$ cat config.mk
export PLATFORM = sky130hd
export DESIGN_NAME = adc_sequencer_window_detect
export DESIGN_NICKNAME = d
export VERILOG_FILES = /design/src/verilog/adc_seq_pkg.sv /design/src/verilog/adc_sequencer_window_detect.sv
export VERILOG_INCLUDE_DIRS = /design/src /design/src/verilog
export SDC_FILE = /design/constraint.sdc
export NUM_CORES = 1
export LEC_CHECK = 0
export ABC_AREA = 1
export CORE_ASPECT_RATIO = 0.7
export CORE_MARGIN = 1
export CORE_UTILIZATION = 40
export CTS_BUF_LIST = sky130_fd_sc_hd__clkbuf_4 sky130_fd_sc_hd__clkbuf_8
export DETAILED_ROUTE_END_ITERATION = 10
export DONT_BUFFER_PORTS = 1
export GPL_TIMING_DRIVEN = 0
export SYNTH_ARGS = -nofsm -noshare
export SYNTH_HDL_FRONTEND = slang
export SYNTH_SLANG_ARGS = --single-unit
$ cat constraint.sdc
create_clock -name ref_clk -period 4.5 [get_ports ref_clk]
set_clock_uncertainty 0.05 [all_clocks]
set_input_delay 0.225 -clock ref_clk [delete_from_list [all_inputs] [get_ports ref_clk]]
set_output_delay 0.225 -clock ref_clk [all_outputs]
set_load 0.005 [all_outputs]
$ cat src/verilog/adc_seq_defines.svh
`ifndef ADC_SEQ_DEFINES_SVH
`define ADC_SEQ_DEFINES_SVH

// register offsets
`define OFF_LOWER_LOW 8'hC6
`define OFF_LOWER_HIGH 8'hC7
`define OFF_CONTROL 8'hE8
`define OFF_UPPER_LOW 8'hC4
`define OFF_UPPER_HIGH 8'hC5
`define OFF_RESULT_LOW 8'hBE
`define OFF_RESULT_HIGH 8'hBF
`define OFF_CHANNEL_SEL 8'hBB
`define OFF_PAIR_CFG 8'hBA
`define OFF_CONV_CFG 8'hBC
`define OFF_REF_CTRL 8'hD1
`define OFF_IRQ_MASK 8'hD2

// control bit positions
`define CTL_ENABLE 7
`define CTL_TRACK 6
`define CTL_DONE 5
`define CTL_BUSY 4
`define CTL_SRC_HI 3
`define CTL_SRC_LO 2
`define CTL_WIN 1
`define CTL_LJUST 0

// status/mask bit positions (mask register layout)
`define IRQ_DONE 5
`define IRQ_WIN 1

// start source encodings
`define SRC_SOFT 2'h0
`define SRC_TMR3 2'h1
`define SRC_EXT 2'h2
`define SRC_TMR2 2'h3

// reset values
`define RST_CONTROL 8'h00
`define RST_PAIR_CFG 8'h00
`define RST_CHANNEL 8'h00
`define RST_CONV_CFG 8'hF9
`define RST_REF_CTRL 8'h00
`define RST_LOWER 16'h0000
`define RST_UPPER 16'hFFFF
`define RST_MASK 8'h00

// converter config fields
`define GAIN_HI 2
`define GAIN_LO 0
`define SARDIV_HI 7
`define SARDIV_LO 3
`define BIAS_BIT 1

// timing: track window in SAR clocks
`define TRACK_SAR_CLKS 4'h3
`define CHAN_TEMP 4'h8
`define CHAN_MAX 4'h8
`define RES_BITS 12
`define RES_PAD 4'h0

`endif

$ cat src/verilog/adc_seq_pkg.sv
package adc_seq_pkg;
  typedef enum logic [1:0] {
    st_idle,
    st_track,
    st_convert
  } seq_state_t;

  typedef struct packed {
    seq_state_t state;
    logic [7:0] control;
    logic [15:0] lower;
    logic [15:0] upper;
    logic [7:0] channel;
    logic [7:0] pair_cfg;
    logic [7:0] conv_cfg;
    logic [7:0] ref_ctrl;
    logic [7:0] irq_mask;
    logic [15:0] result;
    logic [4:0] div_cnt;
    logic [3:0] sar_cnt;
    logic ext_prev;
    logic [7:0] rdata;
  } seq_regs_t;
endpackage : adc_seq_pkg

$ cat src/verilog/adc_sequencer_window_detect.sv
// Functional notes
// - enable bit low keeps converter, track-hold and gain stage shut down.
// - track mode 0 tracks continuously while enabled, except during conversion.
// - track mode 1: triggered sources track 3 SAR clocks; external tracks when pin low.
// - start field picks busy write, timer 3, pin rising edge, timer 2.
// - busy write of 1 starts only with source 00; writing 0 does nothing.
// - busy reads 1 while converting; its falling edge can raise an interrupt.
// - done flag set at conversion end, held until software clears it.
// - justify bit selects right or left placement of the result word.
// - window detector compares each result against two 16-bit limits.
// - each limit word is high byte above separately written low byte.
// - limit ordering chooses inside-window or outside-window detection.
// - window flag is interruptible or polled, sticky until software clears.
// - nine selector channels; ninth is temperature sensor through the gain.
// - input pairs individually differential or single-ended, changeable live.
// - reset makes every selector input single-ended.
// - three-bit gain field picks 0.5 to 16, unity after reset.
//
// Strobed register access was left to the implementer.
`timescale 1ns/1ps
`default_nettype none
`include "adc_seq_defines.svh"

// ----------------------------------------------------------------
// sequencer around the converter core: start gating, tracking,
// result placement, window detector and interrupt flags
// ----------------------------------------------------------------

module adc_sequencer_window_detect
  import adc_seq_pkg::*;
(
  input wire logic ref_clk,
  input wire logic nrst,
  input wire logic [7:0] addr,
  input wire logic [7:0] wdata,
  input wire logic wr_en,
  input wire logic rd_en,
  output logic [7:0] rdata,
  input wire logic timer3_ovf,
  input wire logic timer2_ovf,
  input wire logic ext_convert_start,
  input wire logic sar_done,
  input wire logic [11:0] sar_data,
  output logic conv_power_on,
  output logic track_hold,
  output logic sar_start,
  output logic sar_clk_en,
  output logic [3:0] input_selector,
  output logic [3:0] pair_diff,
  output logic [2:0] gain_select,
  output logic bias_enable,
  output logic irq
);

  seq_regs_t q_r;
  seq_regs_t q_nxt;

  logic conv_enable;
  logic track_mode_sel;
  logic [1:0] start_source_sel;
  logic left_justify_sel;
  logic trigger;
  logic soft_start;
  logic sar_tick;
  logic [15:0] placed;
  logic window_hit;
  logic done_evt;
  logic win_evt;
  logic [15:0] cmp_val;
  logic [7:0] ctl_eff;
  logic ctl_write;
  logic en_eff;
  logic track_eff;
  logic [1:0] src_eff;
  logic inside_hit;
  logic outside_hit;
  logic done_irq;
  logic win_irq;

  assign conv_enable = q_r.control[`CTL_ENABLE];
  assign track_mode_sel = q_r.control[`CTL_TRACK];
  assign start_source_sel = q_r.control[`CTL_SRC_HI:`CTL_SRC_LO];
  assign left_justify_sel = q_r.control[`CTL_LJUST];

  // ----------------------------------------------------------------
  // effective control
  // ----------------------------------------------------------------
  // a control write counts for its own start request, so one write
  // can enable the converter, pick the source and start at once
  assign ctl_write = wr_en && addr == `OFF_CONTROL;
  assign ctl_eff = ctl_write ? wdata : q_r.control;
  assign en_eff = ctl_eff[`CTL_ENABLE];
  assign track_eff = ctl_eff[`CTL_TRACK];
  assign src_eff = ctl_eff[`CTL_SRC_HI:`CTL_SRC_LO];

  // ----------------------------------------------------------------
  // start sources
  // ----------------------------------------------------------------
  assign soft_start = ctl_write && wdata[`CTL_BUSY]
    && src_eff == `SRC_SOFT;

  // pin level is taken as synchronous; no synchroniser in front of it
  always_comb begin
    case (src_eff)
      `SRC_SOFT: begin
        trigger = soft_start;
      end
      `SRC_TMR3: begin
        trigger = timer3_ovf;
      end
      `SRC_EXT: begin
        trigger = ext_convert_start && !q_r.ext_prev;
      end
      `SRC_TMR2: begin
        trigger = timer2_ovf;
      end
      default: begin
        trigger = 1'b0;
      end
    endcase
  end

  // one SAR clock every divider+1 system clocks

  assign sar_tick = q_r.div_cnt == q_r.conv_cfg[`SARDIV_HI:`SARDIV_LO];

  // ----------------------------------------------------------------
  // result placement and window compare
  // ----------------------------------------------------------------
  assign placed = left_justify_sel ?
    {sar_data, `RES_PAD} : {`RES_PAD, sar_data};
  assign cmp_val = placed;

  // strict bounds: a result equal to either limit never hits
  assign inside_hit = cmp_val > q_r.upper && cmp_val < q_r.lower;
  assign outside_hit = cmp_val < q_r.lower || cmp_val > q_r.upper;

  always_comb begin
    // ordering of the limits picks the window sense
    if (q_r.lower > q_r.upper) begin
      window_hit = inside_hit;
    end else begin
      window_hit = outside_hit;
    end
  end

  assign done_evt = q_r.state == st_convert && sar_done;
  assign win_evt = done_evt && window_hit;

  // ----------------------------------------------------------------
  // next state
  // ----------------------------------------------------------------
  always_comb begin
    q_nxt = q_r;
    q_nxt.ext_prev = ext_convert_start;
    q_nxt.div_cnt = sar_tick ? 5'h00 : q_r.div_cnt + 5'h01;

    case (q_r.state)
      st_idle: begin
        if (en_eff && trigger) begin
          q_nxt.sar_cnt = 4'h0;
          q_nxt.div_cnt = 5'h00;
          if (track_eff && src_eff != `SRC_EXT) begin
            q_nxt.state = st_track;
          end else begin
            q_nxt.state = st_convert;
          end
        end
      end
      st_track: begin
        if (sar_tick) begin
          q_nxt.sar_cnt = q_r.sar_cnt + 4'h1;
          if (q_r.sar_cnt == `TRACK_SAR_CLKS - 4'h1) begin
            q_nxt.state = st_convert;
          end
        end
      end
      st_convert: begin
        if (sar_done) begin
          q_nxt.state = st_idle;
          q_nxt.result = placed;
        end
      end
      default: begin
        q_nxt.state = st_idle;
      end
    endcase
    // disabling aborts a running conversion; its result is dropped unless sar_done arrives in the same cycle
    if (!en_eff) begin
      q_nxt.state = st_idle;
    end

    // software writes
    if (wr_en) begin
      case (addr)
        `OFF_CONTROL: begin
          q_nxt.control[`CTL_ENABLE] = wdata[`CTL_ENABLE];
          q_nxt.control[`CTL_TRACK] = wdata[`CTL_TRACK];
          q_nxt.control[`CTL_SRC_HI:`CTL_SRC_LO] =
            wdata[`CTL_SRC_HI:`CTL_SRC_LO];
          q_nxt.control[`CTL_LJUST] = wdata[`CTL_LJUST];
          // flags clear by writing zero, never set by software
          if (!wdata[`CTL_DONE]) begin
            q_nxt.control[`CTL_DONE] = 1'b0;
          end
          if (!wdata[`CTL_WIN]) begin
            q_nxt.control[`CTL_WIN] = 1'b0;
          end
        end
        `OFF_LOWER_LOW: begin
          q_nxt.lower[7:0] = wdata;
        end
        `OFF_LOWER_HIGH: begin
          q_nxt.lower[15:8] = wdata;
        end
        `OFF_UPPER_LOW: begin
          q_nxt.upper[7:0] = wdata;
        end
        `OFF_UPPER_HIGH: begin
          q_nxt.upper[15:8] = wdata;
        end
        `OFF_CHANNEL_SEL: begin
          q_nxt.channel = wdata;
        end
        `OFF_PAIR_CFG: begin
          q_nxt.pair_cfg = wdata;
        end
        `OFF_CONV_CFG: begin
          q_nxt.conv_cfg = wdata;
        end
        `OFF_REF_CTRL: begin
          q_nxt.ref_ctrl = wdata;
        end
        `OFF_IRQ_MASK: begin
          q_nxt.irq_mask = wdata;
        end
        default: begin
          q_nxt.rdata = q_nxt.rdata;
        end
      endcase
    end

    // hardware set wins over a same-cycle clear
    if (done_evt) begin
      q_nxt.control[`CTL_DONE] = 1'b1;
    end
    if (win_evt) begin
      q_nxt.control[`CTL_WIN] = 1'b1;
    end
    q_nxt.control[`CTL_BUSY] = q_nxt.state != st_idle;

    // read data, one cycle after the strobe only
    q_nxt.rdata = 8'h00;
    if (rd_en) begin
      case (addr)
        `OFF_CONTROL: begin
          q_nxt.rdata = q_r.control;
        end
        `OFF_LOWER_LOW: begin
          q_nxt.rdata = q_r.lower[7:0];
        end
        `OFF_LOWER_HIGH: begin
          q_nxt.rdata = q_r.lower[15:8];
        end
        `OFF_UPPER_LOW: begin
          q_nxt.rdata = q_r.upper[7:0];
        end
        `OFF_UPPER_HIGH: begin
          q_nxt.rdata = q_r.upper[15:8];
        end
        `OFF_RESULT_LOW: begin
          q_nxt.rdata = q_r.result[7:0];
        end
        `OFF_RESULT_HIGH: begin
          q_nxt.rdata = q_r.result[15:8];
        end
        `OFF_CHANNEL_SEL: begin
          q_nxt.rdata = q_r.channel;
        end
        `OFF_PAIR_CFG: begin
          q_nxt.rdata = q_r.pair_cfg;
        end
        `OFF_CONV_CFG: begin
          q_nxt.rdata = q_r.conv_cfg;
        end
        `OFF_REF_CTRL: begin
          q_nxt.rdata = q_r.ref_ctrl;
        end
        `OFF_IRQ_MASK: begin
          q_nxt.rdata = q_r.irq_mask;
        end
        default: begin
          q_nxt.rdata = 8'h00;
        end
      endcase
    end
  end

  // ----------------------------------------------------------------
  // state register
  // ----------------------------------------------------------------
  always_ff @(posedge ref_clk) begin
    if (!nrst) begin
      q_r.state <= st_idle;
      q_r.control <= `RST_CONTROL;
      q_r.lower <= `RST_LOWER;
      q_r.upper <= `RST_UPPER;
      q_r.channel <= `RST_CHANNEL;
      q_r.pair_cfg <= `RST_PAIR_CFG;
      q_r.conv_cfg <= `RST_CONV_CFG;
      q_r.ref_ctrl <= `RST_REF_CTRL;
      q_r.irq_mask <= `RST_MASK;
      q_r.result <= 16'h0000;
      q_r.div_cnt <= 5'h00;
      q_r.sar_cnt <= 4'h0;
      q_r.ext_prev <= 1'b0;
      q_r.rdata <= 8'h00;
    end else begin
      q_r <= q_nxt;
    end
  end

  // ----------------------------------------------------------------
  // outputs to the analog side
  // ----------------------------------------------------------------
  assign rdata = q_r.rdata;
  assign conv_power_on = conv_enable;
  always_comb begin
    if (!conv_enable) begin
      track_hold = 1'b0;
    end else if (!track_mode_sel) begin
      track_hold = q_r.state != st_convert;
    end else if (start_source_sel == `SRC_EXT) begin
      track_hold = !ext_convert_start && q_r.state == st_idle;
    end else begin
      track_hold = q_r.state == st_track;
    end
  end
  assign sar_start = q_r.state == st_convert;
  assign sar_clk_en = sar_tick && q_r.state == st_convert;

  // ----------------------------------------------------------------
  // selector, pairs and gain
  // ----------------------------------------------------------------
  // low-nibble channel values above the ninth clamp to the temperature sensor; upper bits are ignored
  assign input_selector = q_r.channel[3:0] > `CHAN_MAX ?
    `CHAN_TEMP : q_r.channel[3:0];
  // one bit per selector pair; pairs switch independently
  genvar pi;
  generate
    for (pi = 0; pi < $bits(pair_diff); pi++) begin : g_pair
      assign pair_diff[pi] = q_r.pair_cfg[pi];
    end
  endgenerate
  assign gain_select = q_r.conv_cfg[`GAIN_HI:`GAIN_LO];
  assign bias_enable = q_r.ref_ctrl[`BIAS_BIT];

  // ----------------------------------------------------------------
  // interrupt
  // ----------------------------------------------------------------
  // level output: high until software clears the flag or masks it
  assign done_irq = q_r.control[`CTL_DONE] && q_r.irq_mask[`IRQ_DONE];
  assign win_irq = q_r.control[`CTL_WIN] && q_r.irq_mask[`IRQ_WIN];
  assign irq = done_irq || win_irq;

endmodule : adc_sequencer_window_detect
`default_nettype wire

==> summary.md <==
| Metric | Value |
|---|---|
| Slew HR | `44.4%` |
| Area grow syn2layout | `12.4%` |
| Cts bufs inserted | `17` |
| Yosys Warn Count | `0` |
| Layout cell share with drive strength beyond 1 | `7.80%` |
| Die width | `155 um` |
| LEAKAGE | `3.43 nW` |
| Clk Latency, worst-skew pair | `0.44 ns` |
| Ys flop type | `dfxtp_1` |
| Global placement routability congestion | `0.936` |
| Power Density | `306 nW/um2` |
| Vias in the first global route | `5786` |
| Pin count of the biggest net entering global routing | `17` |
| Post-synth top cells | `173 x nand2_1, 153 x inv_1, 116 x dfxtp_1, 88 x a21oi_1, 77 x o21ai_0` |
| Clock sink count | `116` |
| M3 GR Usage | `5.44%` |
| Worst-path maximum fanout | `10` |
| Number of synthesized flops with an enable pin | `0` |
| Die height | `109 um` |
| CP endpoint kind | `flop` |
| Setup TNS | `0 ns` |
| Least-Margin Pin Slew | `0.826 ns` |
| Critical Path RT | `4.82 ns` |
| Avg Cell Area, Syn | `7.06 um2` |
| H-tree levels | `4` |
| Drc violations | `0` |
| Synth unique cells | `44` |
| Cts repair resizes | `0` |
| Synthesized area | `6580 um2` |
| # diodes | `0` |
| Synth top area share | `35.3%` |
| Fin crit share | `63.2%` |
| Ys async rst share | `0%` |
| Routed len/inst | `17.9 um` |
| VDD IR max | `0.184 mV` |
| DPL Wire Length | `16300 um` |
| Grt met1 use | `40.2%` |
| Initial antenna violation count | `0` |
| Sequential-to-total area share from yosys stat | `35.3%` |
| Hold Vio Cnt, Final | `0` |
| CP Data Arrival Time | `3.17 ns` |
| Initial DRT Pass Iterations | `5` |
| Most common cell in the synthesized netlist | `nand2_1` |
| Final setup viols | `0` |
| Final slew viol count | `0` |
| Antenna-violating nets left | `0` |
| Hold Crit Class | `in2reg` |
| DR vias | `6258` |
| Initial core utilization | `41.7%` |
| Place WS | `1.77 ns` |
| M2 GR Usage | `37.5%` |
| PnR worst setup slack | `1.66 ns` |
| Flops & latches, synth | `116` |
| Startpoint class of the critical path | `flop` |
| Number of vias per cell | `5.24` |
| Syn Nets | `1015` |
| CTS root buffer | `clkbuf_8` |
| Grt total ovfl | `0` |
| # IOs | `61` |
| Initial DRC Count | `625` |
| WL final | `21400 um` |
| Total Routing Usage GR | `26.4%` |
| Max Cap Viol | `0` |
| Core Area | `15800 um2` |
| Port bufs | `0` |
| RSZ-0062 raised after global routing | `no` |
| Largest cells by area after synthesis | `dfxtp_1 35%, nand2_1 9.9%, ha_1 8.9%` |
| TritonCTS clock tree | `done` |
| Synth area leader | `dfxtp_1` |
| First-pass GRT wire length | `33100 um` |
| Clock Path Buffers | `2` |
| Num rows | `38` |
| CP Class | `reg2reg` |
| Fmax | `352 MHz` |
| Final nets | `1045` |
| Gr busiest metal | `met1` |
| Worst-path clk slew | `0.08 ns` |
| Status | `completed` |
| Final Critical Period | `2.84 ns` |
| Die Footprint | `17000 um2` |
| Cells after synthesis | `932` |
## metal layers
layer  part of all wire, %  wire length (um)
met3                   8.4              1800
met4                   1.1               232
met5                     0                 0
met1                    50             10800
met2                    40              8570
## registers in the layout, summed over array words and instances, names as in the netlist
name / cells
rdata: 8
q_r: 98
bias_enable: 1
conv_power_on: 1
left_justify_sel: 1
pair_diff: 4
gain_select: 3
## cell usage in the layout (no fill, tap or decap), types with 3 or more instances in the layout
cell type / instances
a211oi_1: 17
a21oi_1: 88
a221oi_1: 8
buf_2: 3
buf_4: 16
bufinv_16: 4
clkbuf_1: 26
clkbuf_8: 19
clkinv_2: 4
dfxtp_1: 116
dlygate4sd3_1: 11
ha_1: 47
inv_1: 153
nand2_1: 173
nand2_2: 6
nand3_1: 35
nand3_2: 3
nand4_1: 6
nor2_1: 65
nor3_1: 13
o211ai_1: 17
o21ai_0: 77
o22ai_1: 23
xor2_1: 7
## report_power, final
part	internal (mW)	switching [mW]
registers	1.03	0.00364
logic	0.0380	0.0958
clock network	0.638	0.458
total	1.71	0.557
## logic make-up after synthesis
family / Yosys count / share of synthesized area (%)
flip-flops: 116 / 35.3
AO/OA/AOI/OAI: 242 / 21.0
buffers and inverters: 205 / 12.9
XOR/XNOR: 9 / 1.20
AND/OR/NAND/NOR: 313 / 20.7
adder cells (fa/ha/maj): 47 / 8.93
## through the flow
step           utilization [%]  area [um2]  total power, mW  hold WS, ns  std cells
2_1_floorplan                -        6580             1.14        0.268        932
3_3_place_gp              43.5        6860             1.17        0.274       1152
3_5_place_dp              43.5        6860             1.18        0.280       1152
4_1_cts                   46.9        7400             2.27      0.00414       1194
5_1_grt                   46.9        7400             2.33       0.0189       1194
6_report                  46.9        7400             2.26       0.0225       1194
## what timing repair did
item                                   4_1_cts  5_1_grt
hold buffers                                11        0
setup buffers                                0        0
endpoints found under the hold margin       33        0
## cell type report
class,instances,area [um2]
Timing Repair Buffer,11,110
Sequential cell,116,2320
Multi-Input combinational cell,611,3410
Inverter,156,586
Tap cell,220,275
Clock buffer,21,277
Buffer,49,263
Fill cell,1656,8380
Clock inverter,10,155
## final timing paths
path | from | end | slack (ns) | cells past startpoint
setup / recovery | left_justify_sel | q_r[107] | 1.66 | 14
hold / removal | wdata[6] | q_r[88] | 0.02 | 2
setup reg to reg | left_justify_sel | q_r[107] | 1.66 | 14
hold reg to reg | q_r[49] | q_r[49] | 0.41 | 2
## critical path: stages (launching register included)
cell and delay [ns]:
dfxtp_1 0.33, inv_1 0.12, clkbuf_1 0.24, o21ai_0 0.72, ha_1 0.28, a21oi_1 0.06, o21ai_0 0.32, nand3_1 0.11
nand2_1 0.09, inv_1 0.04, nand2_1 0.06, nand2_1 0.05, a21oi_1 0.11, nand2_1 0.07, a21oi_1 0.11
(Power assumes the default switching activity.)
